--- src/core/meter_event_pkg.sv ---
// constants for the meter event mask and per-phase flag block
// assumes a plain register port and one clock; detectors sit outside
// What this block does
// - mask bit 14 enables interrupt on phase C current zero crossing
// - mask bit 15 writable but inert; reset-complete interrupt is never masked
// - mask bit 16 enables voltage dip interrupt, phases shown in bits 14:12
// - mask bit 17 enables excess current interrupt, phases shown in bits 5:3
// - mask bit 18 enables excess voltage interrupt, phases shown in bits 11:9
// - mask bit 19: rising A crossing followed by C before B interrupts
// - mask bit 20: mismatch of current sum and neutral over limit interrupts
// - mask bit 23 enables interrupt at end of current peak period
// - mask bit 24 enables interrupt at end of voltage peak period
// - mask bits 22:21 and 31:25 do nothing; all mask bits reset to zero
// - phase bits 3,4,5 set when phase A,B,C current raises excess current
// - phase bits 9,10,11 set when phase A,B,C voltage raises excess voltage
// - phase bits 12,13,14 set when phase A,B,C voltage raises voltage dip
// - phase bits 2:0, 8:6, 15 read zero; defined bits reset to zero
// - idle bits 0..2 show per-phase total power no-load, with status bit 0
// - idle bits 3..5 show fundamental power no-load, with status bit 1
// - idle bits 6..8 show apparent power no-load, with status bit 2
// - a per-phase idle bit reads 0 once the phase leaves no-load
// - without fundamental measurement, idle bits 3..5 always read zero
// - idle bits 15:9 read zero; defined idle bits reset to zero
// - mask bit 0 enables interrupt when any phase enters total no-load
package meter_event_pkg;
    // ****************************************
    // register map
    // ****************************************
    localparam logic [15:0] ADDR_EVENT_ENABLE_SECOND = 16'hE50B;
    localparam logic [15:0] ADDR_PHASE_EVENT_SOURCE = 16'hE600;
    localparam logic [15:0] ADDR_PHASE_IDLE_STATE = 16'hE608;
    localparam logic [15:0] ADDR_EVENT_STATUS_SECOND = 16'hE510;
    localparam logic [15:0] ADDR_CURRENT_SUM_LIMIT = 16'hE520;
    // ****************************************
    // status and mask bit positions
    // ****************************************
    localparam int ST_TOTAL_IDLE = 0;
    localparam int ST_FUND_IDLE = 1;
    localparam int ST_APP_IDLE = 2;
    localparam int ST_ZERO_CROSS_IC = 14;
    localparam int ST_RESET_DONE = 15;
    localparam int ST_DIP = 16;
    localparam int ST_EXCESS_CUR = 17;
    localparam int ST_EXCESS_VOLT = 18;
    localparam int ST_SEQ = 19;
    localparam int ST_MISMATCH = 20;
    localparam int ST_PEAK_CUR = 23;
    localparam int ST_PEAK_VOLT = 24;
    localparam logic [31:0] MASK_WRITABLE = 32'h019F_FFFF;
    localparam logic [31:0] MASK_RESET = 32'h0000_0000;
    localparam logic [31:0] STATUS_RESET = 32'h0000_0000;
    // ****************************************
    // phase source and idle fields (lsb of each 3-bit group)
    // ****************************************
    localparam int GROUP_W = 3;
    localparam int PH_EXCESS_CUR_LSB = 3;
    localparam int PH_EXCESS_VOLT_LSB = 9;
    localparam int PH_DIP_LSB = 12;
    localparam int IDLE_TOTAL_LSB = 0;
    localparam int IDLE_FUND_LSB = 3;
    localparam int IDLE_APP_LSB = 6;
    localparam logic [15:0] FLAGS_RESET = 16'h0000;
    localparam logic [2:0] PHASES_NONE = 3'h0;
    // ****************************************
    // phase order watcher
    // ****************************************
    typedef enum logic [0:0] {SEQ_IDLE, SEQ_AFTER_A} seq_state_t;
endpackage

--- src/core/meter_event_mask_and_phase_flags.sv ---
// event status, enable mask, irq and per-phase flag registers
// assumes detector pulses and levels synchronous to clk, one cycle wide pulses
`timescale 1ns/10ps
module meter_event_mask_and_phase_flags #(
    parameter int DATA_W = 24,
    parameter bit HAS_FUNDAMENTAL = 1'b1
) (
    input wire logic clk,
    input wire logic reset,
    input wire logic [15:0] addr,
    input wire logic [31:0] wrData,
    input wire logic wrStrobe,
    input wire logic rdStrobe,
    output logic [31:0] rdData,
    output logic irq,
    input wire logic zeroCrossIc,
    input wire logic [2:0] dipPhase,
    input wire logic [2:0] excessCurrentPhase,
    input wire logic [2:0] excessVoltagePhase,
    input wire logic riseVa,
    input wire logic riseVb,
    input wire logic riseVc,
    input wire logic sampleValid,
    input wire logic signed [DATA_W-1:0] phaseCurrentSum,
    input wire logic signed [DATA_W-1:0] neutralCurrentWave,
    input wire logic currentPeakDone,
    input wire logic voltagePeakDone,
    input wire logic [2:0] totalIdle,
    input wire logic [2:0] fundIdle,
    input wire logic [2:0] apparentIdle
);
    // ****************************************
    // helpers
    // ****************************************
    function automatic logic [DATA_W:0] magnitude(input logic signed [DATA_W-1:0] v);
        logic signed [DATA_W:0] wide;
        wide = {v[DATA_W-1], v};
        magnitude = wide[DATA_W] ? (DATA_W+1)'(0) - wide : wide;
    endfunction

    function automatic logic addrIs(input logic [15:0] a, input logic [15:0] target);
        addrIs = (a == target);
    endfunction

    function automatic logic [2:0] stickyGroup(input logic clr, input logic [2:0] old,
        input logic [2:0] hit);
        stickyGroup = (clr ? meter_event_pkg::PHASES_NONE : old) | hit;
    endfunction

    // ****************************************
    // state
    // ****************************************
    logic [31:0] mask_ff;
    logic [31:0] status_ff;
    logic [15:0] phaseSource_ff;
    logic [15:0] idleState_ff;
    logic [8:0] idlePrev_ff;
    logic [DATA_W-1:0] sumLimit_ff;
    logic resetSeen_ff;
    logic [31:0] rdData_ff;
    meter_event_pkg::seq_state_t seq_ff;
    meter_event_pkg::seq_state_t nxt_seq;

    // ****************************************
    // register decode
    // ****************************************
    wire selMask = addrIs(addr, meter_event_pkg::ADDR_EVENT_ENABLE_SECOND);
    wire selSource = addrIs(addr, meter_event_pkg::ADDR_PHASE_EVENT_SOURCE);
    wire selIdle = addrIs(addr, meter_event_pkg::ADDR_PHASE_IDLE_STATE);
    wire selStatus = addrIs(addr, meter_event_pkg::ADDR_EVENT_STATUS_SECOND);
    wire selLimit = addrIs(addr, meter_event_pkg::ADDR_CURRENT_SUM_LIMIT);
    wire wrMask = wrStrobe & selMask;
    wire wrStatus = wrStrobe & selStatus;
    wire wrLimit = wrStrobe & selLimit;
    // status clears by writing ones; a write elsewhere clears nothing
    wire [31:0] statusClear = wrStatus ? wrData : 32'h0000_0000;

    // ****************************************
    // phase order watcher
    // ****************************************
    // rising C before B after A is a reversed sequence; B restores order
    logic seqFault;
    always_comb begin
        nxt_seq = seq_ff;
        seqFault = 1'b0;
        case (seq_ff)
            meter_event_pkg::SEQ_IDLE: begin
                if (riseVa) begin
                    nxt_seq = meter_event_pkg::SEQ_AFTER_A;
                end
            end
            meter_event_pkg::SEQ_AFTER_A: begin
                if (riseVc & ~riseVb) begin
                    seqFault = 1'b1;
                    nxt_seq = meter_event_pkg::SEQ_IDLE;
                end else if (riseVb) begin
                    nxt_seq = meter_event_pkg::SEQ_IDLE;
                end
            end
            default: begin
                nxt_seq = meter_event_pkg::SEQ_IDLE;
            end
        endcase
    end

    // ****************************************
    // neutral mismatch compare
    // ****************************************
    wire [DATA_W:0] sumMag = magnitude(phaseCurrentSum);
    wire [DATA_W:0] neutralMag = magnitude(neutralCurrentWave);
    wire [DATA_W:0] diffMag = (sumMag >= neutralMag) ? sumMag - neutralMag
                                                    : neutralMag - sumMag;
    wire mismatch = sampleValid & (diffMag > {1'b0, sumLimit_ff});

    // ****************************************
    // no-load levels
    // ****************************************
    // variants without fundamental measurement never report that state
    wire [2:0] fundIdleEff = HAS_FUNDAMENTAL ? fundIdle : meter_event_pkg::PHASES_NONE;
    wire [8:0] idleNow = {apparentIdle, fundIdleEff, totalIdle};
    wire [8:0] idleEnter = idleNow & ~idlePrev_ff;

    // ****************************************
    // event decode
    // ****************************************
    // events are recorded whatever the mask says
    localparam int GW = meter_event_pkg::GROUP_W;
    wire totalEnter = |idleEnter[meter_event_pkg::IDLE_TOTAL_LSB +: GW];
    wire fundEnter = |idleEnter[meter_event_pkg::IDLE_FUND_LSB +: GW];
    wire appEnter = |idleEnter[meter_event_pkg::IDLE_APP_LSB +: GW];
    // reset-done is raised once, on the first edge after reset lets go
    wire resetDone = ~resetSeen_ff;
    wire anyDip = |dipPhase;
    wire anyExcessCur = |excessCurrentPhase;
    wire anyExcessVolt = |excessVoltagePhase;

    // ****************************************
    // status set vector
    // ****************************************
    logic [31:0] statusSet;
    always_comb begin
        statusSet = meter_event_pkg::STATUS_RESET;
        // no-load entries
        statusSet[meter_event_pkg::ST_TOTAL_IDLE] = totalEnter;
        statusSet[meter_event_pkg::ST_FUND_IDLE] = fundEnter;
        statusSet[meter_event_pkg::ST_APP_IDLE] = appEnter;
        // line events
        statusSet[meter_event_pkg::ST_ZERO_CROSS_IC] = zeroCrossIc;
        statusSet[meter_event_pkg::ST_RESET_DONE] = resetDone;
        statusSet[meter_event_pkg::ST_DIP] = anyDip;
        statusSet[meter_event_pkg::ST_EXCESS_CUR] = anyExcessCur;
        statusSet[meter_event_pkg::ST_EXCESS_VOLT] = anyExcessVolt;
        statusSet[meter_event_pkg::ST_SEQ] = seqFault;
        statusSet[meter_event_pkg::ST_MISMATCH] = mismatch;
        // peak timing events
        statusSet[meter_event_pkg::ST_PEAK_CUR] = currentPeakDone;
        statusSet[meter_event_pkg::ST_PEAK_VOLT] = voltagePeakDone;
    end

    // ****************************************
    // status clear and hold
    // ****************************************
    wire [31:0] statusKept = status_ff & ~statusClear;
    // set wins over a clear arriving in the same cycle
    wire [31:0] nxt_status = statusKept | statusSet;

    // ****************************************
    // phase source flags
    // ****************************************
    // a phase group empties when software clears its status bit
    wire clrExcessCur = statusClear[meter_event_pkg::ST_EXCESS_CUR];
    wire clrExcessVolt = statusClear[meter_event_pkg::ST_EXCESS_VOLT];
    wire clrDip = statusClear[meter_event_pkg::ST_DIP];
    wire [2:0] curOld = phaseSource_ff[meter_event_pkg::PH_EXCESS_CUR_LSB +: GW];
    wire [2:0] voltOld = phaseSource_ff[meter_event_pkg::PH_EXCESS_VOLT_LSB +: GW];
    wire [2:0] dipOld = phaseSource_ff[meter_event_pkg::PH_DIP_LSB +: GW];
    wire [2:0] curNew = stickyGroup(clrExcessCur, curOld, excessCurrentPhase);
    wire [2:0] voltNew = stickyGroup(clrExcessVolt, voltOld, excessVoltagePhase);
    wire [2:0] dipNew = stickyGroup(clrDip, dipOld, dipPhase);
    logic [15:0] nxt_phaseSource;
    always_comb begin
        nxt_phaseSource = meter_event_pkg::FLAGS_RESET;
        nxt_phaseSource[meter_event_pkg::PH_EXCESS_CUR_LSB +: GW] = curNew;
        nxt_phaseSource[meter_event_pkg::PH_EXCESS_VOLT_LSB +: GW] = voltNew;
        nxt_phaseSource[meter_event_pkg::PH_DIP_LSB +: GW] = dipNew;
    end

    // ****************************************
    // idle state flags
    // ****************************************
    logic [15:0] nxt_idleState;
    always_comb begin
        nxt_idleState = meter_event_pkg::FLAGS_RESET;
        nxt_idleState[meter_event_pkg::IDLE_TOTAL_LSB +: GW] = totalIdle;
        nxt_idleState[meter_event_pkg::IDLE_FUND_LSB +: GW] = fundIdleEff;
        nxt_idleState[meter_event_pkg::IDLE_APP_LSB +: GW] = apparentIdle;
    end

    // ****************************************
    // enable mask
    // ****************************************
    // reserved mask bits are not stored, so they read zero and drive nothing
    wire [31:0] nxt_mask = wrMask ? (wrData & meter_event_pkg::MASK_WRITABLE) : mask_ff;
    logic [31:0] maskEff;
    always_comb begin
        maskEff = mask_ff;
        // reset-complete cannot be masked; its stored bit is ignored
        maskEff[meter_event_pkg::ST_RESET_DONE] = 1'b1;
    end

    // ****************************************
    // interrupt
    // ****************************************
    wire [31:0] irqSources = status_ff & maskEff;
    // irq is a level; it drops in the same cycle as the last enabled status bit clears
    assign irq = |irqSources;

    // ****************************************
    // read words
    // ****************************************
    // 16-bit registers sit in the low half; the upper half reads zero
    wire [31:0] srcWord = {16'h0000, phaseSource_ff};
    wire [31:0] idleWord = {16'h0000, idleState_ff};
    wire [31:0] limitWord = 32'(sumLimit_ff);

    // ****************************************
    // read mux
    // ****************************************
    // unmapped or idle cycles give zero, so stale words never linger on the bus
    logic [31:0] nxt_rdData;
    always_comb begin
        nxt_rdData = 32'h0000_0000;
        if (rdStrobe) begin
            if (selMask) begin
                nxt_rdData = mask_ff;
            end else if (selStatus) begin
                nxt_rdData = status_ff;
            end else if (selSource) begin
                nxt_rdData = srcWord;
            end else if (selIdle) begin
                nxt_rdData = idleWord;
            end else if (selLimit) begin
                nxt_rdData = limitWord;
            end
        end
    end
    assign rdData = rdData_ff;

    // ****************************************
    // software registers
    // ****************************************
    // the limit is kept at compare width; upper write bits are dropped
    wire [DATA_W-1:0] nxt_sumLimit = wrLimit ? wrData[DATA_W-1:0] : sumLimit_ff;
    always_ff @(posedge clk or posedge reset) begin
        if (reset) begin
            mask_ff <= meter_event_pkg::MASK_RESET;
        end else begin
            mask_ff <= nxt_mask;
        end
    end

    always_ff @(posedge clk or posedge reset) begin
        if (reset) begin
            sumLimit_ff <= '0;
        end else begin
            sumLimit_ff <= nxt_sumLimit;
        end
    end

    // read data lasts one cycle, then returns to zero
    always_ff @(posedge clk or posedge reset) begin
        if (reset) begin
            rdData_ff <= 32'h0000_0000;
        end else begin
            rdData_ff <= nxt_rdData;
        end
    end

    // ****************************************
    // event records
    // ****************************************
    // status and flag groups share one reset so they never disagree after it
    always_ff @(posedge clk or posedge reset) begin
        if (reset) begin
            status_ff <= meter_event_pkg::STATUS_RESET;
        end else begin
            status_ff <= nxt_status;
        end
    end

    always_ff @(posedge clk or posedge reset) begin
        if (reset) begin
            phaseSource_ff <= meter_event_pkg::FLAGS_RESET;
        end else begin
            phaseSource_ff <= nxt_phaseSource;
        end
    end

    // idle flags follow the levels; no software clear is needed
    always_ff @(posedge clk or posedge reset) begin
        if (reset) begin
            idleState_ff <= meter_event_pkg::FLAGS_RESET;
        end else begin
            idleState_ff <= nxt_idleState;
        end
    end

    // ****************************************
    // history
    // ****************************************
    // an idle level already high at release counts as an entry
    always_ff @(posedge clk or posedge reset) begin
        if (reset) begin
            idlePrev_ff <= '0;
        end else begin
            idlePrev_ff <= idleNow;
        end
    end

    // stays high until the next reset, so reset-done is raised once
    always_ff @(posedge clk or posedge reset) begin
        if (reset) begin
            resetSeen_ff <= 1'b0;
        end else begin
            resetSeen_ff <= 1'b1;
        end
    end

    always_ff @(posedge clk or posedge reset) begin
        if (reset) begin
            seq_ff <= meter_event_pkg::SEQ_IDLE;
        end else begin
            seq_ff <= nxt_seq;
        end
    end
endmodule

--- config.mk ---
export PLATFORM = sky130hd
export DESIGN_NAME = meter_event_mask_and_phase_flags
export DESIGN_NICKNAME = d
export VERILOG_FILES = /design/src/core/meter_event_pkg.sv /design/src/core/meter_event_mask_and_phase_flags.sv
export SDC_FILE = /design/constraint.sdc
export NUM_CORES = 1
export LEC_CHECK = 0
export ABC_AREA = 1
export BUFFER_PORTS_ARGS = -buffer_cell sky130_fd_sc_hd__buf_2
export CELL_PAD_IN_SITES_DETAIL_PLACEMENT = 0
export CELL_PAD_IN_SITES_GLOBAL_PLACEMENT = 1
export CORE_UTILIZATION = 42
export CTS_CLUSTER_DIAMETER = 40
export DETAILED_ROUTE_END_ITERATION = 8
export PLACE_DENSITY_LB_ADDON = 0.3
export SYNTH_ARGS = -nofsm -noshare
export SYNTH_HDL_FRONTEND = slang
export SYNTH_SLANG_ARGS = --single-unit
--- constraint.sdc ---
create_clock -name clk -period 5.2 [get_ports clk]
set_input_delay 0.78 -clock clk [delete_from_list [all_inputs] [get_ports clk]]
set_output_delay 0.78 -clock clk [all_outputs]
set_load 0.05 [all_outputs]
== Yosys cells after proc, flatten, opt, wreduce, memory -nomap -nowiden ==
Index checks and enable logic that the tools add are counted.

* Order comparisons: 2
* Reduce and logical (&&, ||, !) cells: 7
* $mul: 0
* Divide/modulo/power cells: 0
* Shifts and indexed selects: 0
* Bitwise gates (word level): 17
* Equality and inequality tests: 5
* $add $sub $neg: 4
* Multiplexer cells: 19

{| class="wikitable"
|+ Operator list
! cell !! count
|-
| 2-to-1 mux 32 bit || 4
|-
| equality test 16 bit (second input constant) || 5
|-
| 2-to-1 mux 25 bit || 3
|-
| 2-to-1 mux 24 bit || 3
|-
| subtractor 1 x 24 -> 25 bit (first input constant) || 2
|-
| subtractor 25 bit || 2
|-
| bitwise AND 32 x 25 -> 32 bit || 1
|-
| bitwise AND 32 bit || 1
|-
| NOT 32 bit || 1
|-
| bitwise OR 32 x 25 -> 32 bit || 1
|-
| OR reduction 32 bit || 1
|-
| greater-or-equal comparator 25 bit || 1
|-
| greater-than comparator 25 x 24 -> 1 bit || 1
|-
| OR reduction 3 bit || 6
|-
| bitwise AND 9 bit || 1
|-
| 2-to-1 mux 3 bit || 3
|-
| NOT 9 bit || 1
|-
| bitwise OR 3 bit || 3
|-
| bitwise AND 1 bit || 5
|-
| 2-to-1 mux 1 bit || 5
|-
| NOT 1 bit || 3
|-
| case mux 1 bit (2 select lines) || 1
|}

* Output and inout bits: 33
* Bits in latches: 0
* RAM bits: 0
* Flip-flop bits (word level): 131
* Memory bits (read-only): 0
* Input port bits: 125
* Logic and storage cells: 62
* Memories kept: 0

== Depth between registers and ports, before layout ==
Gate-level depths: netlist of run 1.

* Depth after elaboration: 7
* Mapped depth: 42
* Depth with buffers taken out: 41

== Least setup slack after synthesis of run 1 ==
OpenSTA, ideal clock, no wires.

* Path type: input port to flip-flop
* Start: in neutralCurrentWave[0]
* End: reg status_ff[20]
* Library setup time: 0.065 ns
* Data required time: 5.135 ns
* Path buffers: 0
* Stages: 36
* Path slack: 0.554 ns
* Data arrival time: 4.581 ns
* Path through: inv_1 -> ha_1 -> inv_1 -> nor3_1 -> nand4_1 -> nor2_1 -> nand4_1 -> o21ai_0 -> xor2_1 -> inv_1 -> ha_1 -> a21oi_1 -> o21ai_0 -> a21oi_1 -> nand3_2 -> nor2_4 -> nand2_1 -> nand2_1 -> nor2_1 -> nor2_1 -> inv_1 -> ha_1 -> nand2_1 -> nor2_1 -> nand4_1 -> nor2_1 -> nand2_1 -> nand3_1 -> nand2_1 -> nand2_1 -> nand2_1 -> nand2_1 -> nand2_1 -> nand2_1 -> nand2_1 -> nand2_1

* Cells in the longest elaborated chain, start to end: 7
* Elaborated cells on any way between the ends: 9
* Those cells by class: add/sub: 3; order compare: 2; mux: 2; bitwise: 2

{| class="wikitable"
|+ RTL lines
! element !! line !! RTL
|-
| start: declaration || meter_event_mask_and_phase_flags.sv:25 || <nowiki>input wire logic signed [DATA_W-1:0] neutralCurrentWave,</nowiki>
|-
| subtractor 1 x 24 -> 25 bit || meter_event_mask_and_phase_flags.sv:38 || <nowiki>magnitude = wide[DATA_W] ? (DATA_W+1)'(0) - wide : wide;</nowiki>
|-
| 2-to-1 mux 25 bit * || meter_event_mask_and_phase_flags.sv:38 ||
|-
| subtractor 25 bit (tied with other cells) || meter_event_mask_and_phase_flags.sv:112 || <nowiki>: neutralMag - sumMag;</nowiki>
|-
| 2-to-1 mux 25 bit * || meter_event_mask_and_phase_flags.sv:111 || <nowiki>wire [DATA_W:0] diffMag = (sumMag >= neutralMag) ? sumMag - neutralMag</nowiki>
|-
| greater-than comparator 25 x 24 -> 1 bit * || meter_event_mask_and_phase_flags.sv:113 || <nowiki>wire mismatch = sampleValid & (diffMag > {1'b0, sumLimit_ff});</nowiki>
|-
| bitwise AND 1 bit * || meter_event_mask_and_phase_flags.sv:113 ||
|-
| bitwise OR 32 x 25 -> 32 bit * || meter_event_mask_and_phase_flags.sv:165 || <nowiki>wire [31:0] nxt_status = statusKept | statusSet;</nowiki>
|-
| named net nxt_status[20] || meter_event_mask_and_phase_flags.sv:165 ||
|-
| end signal: assignment || meter_event_mask_and_phase_flags.sv:285 || <nowiki>status_ff <= meter_event_pkg::STATUS_RESET;</nowiki>
|-
| end signal: assignment || meter_event_mask_and_phase_flags.sv:287 || <nowiki>status_ff <= nxt_status;</nowiki>
|-
| end: declaration || meter_event_mask_and_phase_flags.sv:54 || <nowiki>logic [31:0] status_ff;</nowiki>
|}

Mark *: on every way through the listed nets, which the timed path passes. The rest lies on a longest branch.
A chain may end at the register's enable or synchronous reset.

== Worst setup path in the final report of run 1 ==
Ends and elaborated chain as after synthesis.

==> results.txt, run 1 <==
Congestion Overflow GR -> 0
ANT cells -> 0
Hold crit path type -> primary input to asynchronous set/reset pin
Commonest cells post-synth -> nand2_1 (330), inv_1 (280), dfrtp_1 (131)
Fillers -> 2,458
Sequential Power Share -> 0.277
RD Place Congestion -> 0.908
DR WL met3 -> 1310 um
Routed vias -> 10,200
Post-route ant nets -> 0
Critical Path Start Type -> primary input
Sw Pwr -> 0.00140 W
Die height -> 160 um
Total Routing Usage GR -> 0.251
Number of DRC markers in iteration 0 -> 552
Delay-heaviest family, CP -> simple AND/OR/NAND/NOR gates
M1 wire length -> 13,800 um
Count leader, synth -> nand2_1
Synth warnings -> 0
H-tree levels -> 4
Num CTS Buffers -> 17
Comb power frac -> 0.401
CP Capture Type -> register
Sw frac -> 0.377
Critical-path top delay cell -> ha_1
Slew Limit Fails -> 0
TritonCTS Sinks -> 131
Worst Tran Pin Value -> 0.629 ns
Top FF cell, synth -> dfrtp_1
Critical Path AT -> 5.17 ns
Lkg Pwr -> 7.12 nW
CTS tree -> yes
Fraction of registers with async set/reset -> 1.00
Synth cell types -> 55
Worst r2r src -> sumLimit_ff[8]
Via density -> 4.96
Max Clock Freq -> 205 MHz
Seq/Total Area, Yosys -> 0.312
Mean Syn Cell Area -> 7.11 um^2
Top sig layer -> met4
Global-route wire length before repair -> 50,900 um
Fraction of layout cells with a size suffix above 1 -> 0.238
Worst-path clk slew -> 0.06 ns
Core area -> 0.0245 mm^2
Worst skew pair latency -> 0.42 ns
PnR Total Power -> 0.00371 W
Nets -> 1,927
Pwr/cell area -> 279 mW/mm^2
CP Class -> primary input to register
Die area -> 0.0257 mm^2
Met2 WL -> 16,000 um
Overall routed net length -> 32,100 um
Top cell by count, worst path -> nand2_1
Max_cap viols -> 0
Die X -> 160 um
Post-synth EDFFs -> 0
Drt first pass iters -> 5
Final setup fails -> 0
Cells taking the most area after synthesis -> dfrtp_1 (31%), nand2_1 (12%), inv_1 (10%)
Worst r2r dst -> status_ff[20]
Crit Path Max Fanout -> 9
Share of total power in the clock network -> 0.322
Worst IR Drop VDD -> 0.212 mV
Clock Skew -> 0.00853 ns
CTS Hold Buffers Added -> 0
Drt drc -> 0
Initial antenna violation count -> 0
IO Port Bufs -> 157
Starting Density -> 0.430
Worst R2R Setup Slack -> 3.43 ns
Cell area after synthesis -> 0.0105 mm^2
Min Tclk post-route -> 4.87 ns
Top-area cell type share of the netlist area -> 0.312
Reg2reg path depth -> 15
Cell count after synthesis -> 1,478
CP bufs+invs -> 7
P&R area growth vs syn -> 26.4%
Std-Cell Rows -> 57
Register bit total from synthesis -> 131
Largest net degree at the start of global routing -> 49
Vias in the first global route -> 10,100
Cell count after placement -> 2,018
Post-DP HPWL -> 26,000 um
CP max stage delay -> 0.29 ns
Clk buf depth -> 2
Crit path required time -> 5.50 ns
DR WL/cell -> 15.5 um
Final hold vios -> 0
Final std cells w/o fill -> 2,062
Number of top-level pins -> 158
Dominant cell type by area after synthesis -> dfrtp_1
Slew margin rel. -> 0.580
Tcrit/Tclk final -> 0.937
Cell-internal power -> 0.00231 W
CTS root buf -> clkbuf_16
Status -> finished, final reports clean
layer usage:
layer | up-vias | track usage
met3 | 43 | 0.0244
met1 | 4672 | 0.307
li1 | 5212 | -
met5 | - | 0
met2 | 291 | 0.455
met4 | 0 | 0.0948
worst max-delay path by stage:
stage	startpoint	to	slack [ns]	cells after the start
finish	neutralCurrentWave[0]	status_ff[20]	0.33	40
global placement	neutralCurrentWave[0]	status_ff[20]	-0.21	35
global route	neutralCurrentWave[0]	status_ff[20]	-0.08	40
CTS	neutralCurrentWave[0]	status_ff[20]	0.09	36
floorplan	neutralCurrentWave[0]	status_ff[20]	0.55	36
detailed placement	neutralCurrentWave[0]	status_ff[20]	-0.32	36
stage by stage:
step / hold slack (ns) / setup slack (ns) / setup TNS (ns) / utilization / cell area (um^2)
2_1_floorplan: 0.386 / 0.554 / 0 / - / 10500
3_3_place_gp: 0.387 / -0.211 / -0.211 / 0.501 / 12300
3_5_place_dp: 0.399 / -0.319 / -0.319 / 0.501 / 12300
4_1_cts: 0.410 / 0.0856 / 0 / 0.525 / 12800
5_1_grt: 0.425 / -0.0754 / -0.0754 / 0.543 / 13300
6_report: 0.404 / 0.330 / 0 / 0.543 / 13300
power groups by stage:
stage	combinational [W]	sequential [W]	clock (W)
global placement	0.00139	0.00105	0
floorplan	0.000904	0.00105	0
detailed placement	0.00140	0.00105	0
finish	0.00149	0.00103	0.00119
CTS	0.00141	0.00103	0.00121
global route	0.00168	0.00103	0.00126
placed cells by master (no fill, tap or decap), drive strengths merged, types with 19 or more instances in the layout:
| master | count |
|---|---|
| nand3 | 40 |
| inv | 303 |
| nand2 | 342 |
| clkbuf | 19 |
| ha | 75 |
| nor3 | 22 |
| dfrtp | 131 |
| o21ai | 146 |
| buf | 263 |
| nor2 | 93 |
| a21oi | 82 |
| nand4 | 20 |
| xor2 | 75 |
cells by family (layout without fill, tap and decap cells):
| family | Yosys count | after routing | share of synthesized area |
|---|---|---|---|
| AO/OA/AOI/OAI | 322 | 322 | 0.177 |
| XOR/XNOR | 77 | 77 | 0.0649 |
| adder cells (fa/ha/maj) | 77 | 77 | 0.0931 |
| buffers and inverters | 330 | 589 | 0.123 |
| flip-flops | 131 | 131 | 0.312 |
| multiplexers | 1 | 1 | 0.000953 |
| other | 2 | 3 | 0.000715 |
| AND/OR/NAND/NOR | 538 | 538 | 0.229 |
cell type report:
cell class | count | area [um^2] | share of cell area
multi-input combinational | 1018 | 6250 | 0.471
sequential | 131 | 3280 | 0.247
timing repair buffer | 265 | 1660 | 0.125
inverter | 292 | 1100 | 0.0827
clock buffer | 17 | 425 | 0.0320
tap | 324 | 405 | 0.0305
clock inverter | 15 | 161 | 0.0122
flip-flops by register name (all words and copies together), names as in the netlist:
| signal | cells |
|---|---|
| resetSeen_ff | 1 |
| phaseSource_ff | 9 |
| sumLimit_ff | 24 |
| idlePrev_ff | 9 |
| status_ff | 32 |
| rdData | 32 |
| mask_ff | 23 |
| seq_ff | 1 |
what timing repair did:
item / CTS / global route
gates resized for setup: 0 / 72
setup buffers: 0 / 10
setup endpoints to repair: 0 / 1
Note: power is estimated with default switching activity, not from simulation.
==> run 2, diff against run 1 <==
==> constraint.sdc (replaced) <==
create_clock -name clk -period 4.7 [get_ports clk]
set_input_delay 0.705 -clock clk [delete_from_list [all_inputs] [get_ports clk]]
set_output_delay 0.705 -clock clk [all_outputs]
set_load 0.05 [all_outputs]
==> run 2 against run 1 <==
The flow now finishes with violations (setup timing); global-route usage increased by 0.35 points; final cell count up 5.5%; total power increased by 20%; sequential share of layout area shrank 2.2 points; wire length is 3.1% higher; via count grew 4.7%; largest power group unchanged.
==> results.txt, run 2 (same netlist as run 1, synthesis figures left out) <==
CP Capture Type -> register
Congestion Overflow GR -> 0 (unchanged)
Pwr/cell area -> 305 mW/mm^2 (+9.3%)
CTS Hold Buffers Added -> 0 (unchanged)
TritonCTS Sinks -> 131 (unchanged)
Lkg Pwr -> 7.76 nW (+8.9%)
Overall routed net length -> 33,000 um (+3.1%)
Number of DRC markers in iteration 0 -> 626 (+13%)
Final hold vios -> 0 (unchanged)
Global-route wire length before repair -> 52,000 um (+2.3%)
Critical Path Start Type -> primary input
Setup ws final -> -0.00422 ns (-0.334 ns)
Crit path required time -> 5.05 ns (-0.45 ns)
Min Tclk post-route -> 4.70 ns
Cell count after placement -> 2,113 (+4.7%)
Critical Path AT -> 5.05 ns (-0.12 ns)
Via density -> 4.92 (-0.77%)
Clk buf depth -> 2 (unchanged)
Core area -> 0.0245 mm^2 (unchanged)
IO Port Bufs -> 157 (unchanged)
Status -> finished, violations left
Pre-CTS setup slack -> -0.755 ns (-0.436 ns)
Worst Hold Margin -> 0.403 ns (-0.000367 ns)
Critical Path Start -> neutralCurrentWave[0]
Worst IR Drop VDD -> 0.212 mV (about the same)
Die height -> 160 um (unchanged)
Drt drc -> 0 (unchanged)
Critical-path top delay cell -> ha_1
Num CTS Buffers -> 17 (unchanged)
Post-DP HPWL -> 26,100 um (+0.72%)
DR WL/cell -> 15.2 um (-2.3%)
CTS tree -> yes
Total Routing Usage GR -> 0.255 (+0.00346)
Most frequent cells in the layout -> nand2_1 (305), inv_1 (269), buf_4 (207), buf_2 (154), dfrtp_1 (131)
Tcrit/Tclk final -> 1.00
CTS root buf -> clkbuf_16
Vias in the first global route -> 10,600 (+4.7%)
Worst Tran Pin Value -> 0.883 ns (+0.254 ns)
Die area -> 0.0257 mm^2 (unchanged)
Slew margin rel. -> 0.409 (-0.171)
Max_cap viols -> 0 (unchanged)
Post-layout util -> 0.595 (+0.0524)
CP max stage delay -> 0.38 ns (+0.09 ns)
Fillers -> 2,356 (-4.1%)
Die X -> 160 um (unchanged)
H-tree levels -> 4 (unchanged)
Worst r2r src -> sumLimit_ff[14]
Nets -> 2,040 (+5.9%)
CP Class -> primary input to register
Hold crit path type -> primary input to register
Failing checks -> setup timing
Worst-path clk slew -> 0.07 ns (about the same)
Slew Limit Fails -> 0 (unchanged)
Starting Density -> 0.430 (unchanged)
Max Clock Freq -> 213 MHz
Worst skew pair latency -> 0.41 ns (about the same)
HP Start -> totalIdle[0]
Largest net degree at the start of global routing -> 69 (+41%)
Clock Skew -> 0.0101 ns (+0.00154 ns)
Setup TNS -> -0.00422 ns (-0.00422 ns)
Initial antenna violation count -> 1 (+1)
Unrepaired setup endpoints after global routing -> true
Fraction of layout cells with a size suffix above 1 -> 0.306 (+0.0676)
Routed vias -> 10,700 (+4.7%)
Std-Cell Rows -> 57 (unchanged)
RD Place Congestion -> 0.921 (+1.5%)
Top cell by count, worst path -> nand2_1
Post-route ant nets -> 0 (unchanged)
Final std cells w/o fill -> 2,176 (+5.5%)
P&R area growth vs syn -> 38.6%
Drt first pass iters -> 5 (unchanged)
Most common cell after layout, fill and taps aside -> nand2_1
Number of top-level pins -> 158 (unchanged)
Crit Path Max Fanout -> 5 (-4)
Final setup fails -> 1 (+1)
run 2: cell types whose count changed in the layout (fill, tap and decap cells not counted), moves of 4 or more:
cell,delta
nand2_4,+8
nand3_1,-4
nor2_4,+4
inv_1,-10
inv_2,+7
o21ai_1,-4
ha_1,-10
nand2_1,-12
buf_6,+9
nand2_2,+4
ha_4,+11
nand3_4,+5
buf_4,+103
run 2: timing repair:
action / CTS / global route
gates cloned: 0 / 5
pin swaps: 10 / 77
gates resized for setup: 22 / 120
setup endpoints to repair: 1 / 1
buffers inserted: 4 / 21
run 2: through the flow:
| stage | cell area, um^2 | power (W) |
|---|---|---|
| 2_1_floorplan | 10500 | 0.00216 |
| 3_3_place_gp | 13000 | 0.00285 |
| 3_5_place_dp | 13000 | 0.00287 |
| 4_1_cts | 13700 | 0.00420 |
| 5_1_grt | 14600 | 0.00475 |
| 6_report | 14600 | 0.00445 |
run 2: cell type report:
type / instances / area, um^2 / area share
multi-input combinational: 1018 / 6580 / 0.452
sequential: 131 / 3280 / 0.225
timing repair buffer: 378 / 2600 / 0.179
inverter: 292 / 1110 / 0.0761
clock buffer: 17 / 425 / 0.0292
tap: 324 / 405 / 0.0278
clock inverter: 15 / 156 / 0.0107
antenna: 1 / 2.50 / 0.000172
run 2: path summary, 6_finish.rpt:
kind                                   to  slack [ns]  depth (start not counted)
setup / recovery            status_ff[20]      -0.004                         37
hold / removal             idlePrev_ff[0]        0.40                          1
setup reg to reg            status_ff[20]        2.89                         16
hold reg to reg             status_ff[15]        0.41                          1
max in group asynchronous      rdData[25]        3.19                          3
min in group asynchronous       rdData[0]        0.45                          2
run 2: report_power, final:
| group | total (W) | switching [W] | internal, W |
|---|---|---|---|
| clock network | 0.00130 | 0.000546 | 0.000750 |
| registers | 0.00114 | 0.00000298 | 0.00113 |
| logic | 0.00201 | 0.00110 | 0.000911 |
run 2: worst max-delay path, delay by kind of cell:
| family | cells | cell delay [ns] |
|---|---|---|
| AOI/OAI and AO/OA | 2 | 0.29 |
| xor gates and xnor gates | 1 | 0.21 |
| adders and majority gates | 2 | 0.65 |
| buffers and inverters | 8 | 0.85 |
| and+or+nand+nor | 24 | 2.33 |
run 2: layer usage:
metal	GRT usage	vias up	part of all wire
li1	-	5436	-
met1	0.307	4900	0.42
met2	0.460	308	0.50
met3	0.0325	56	0.042
met4	0.0961	0	0.034
met5	0	-	0
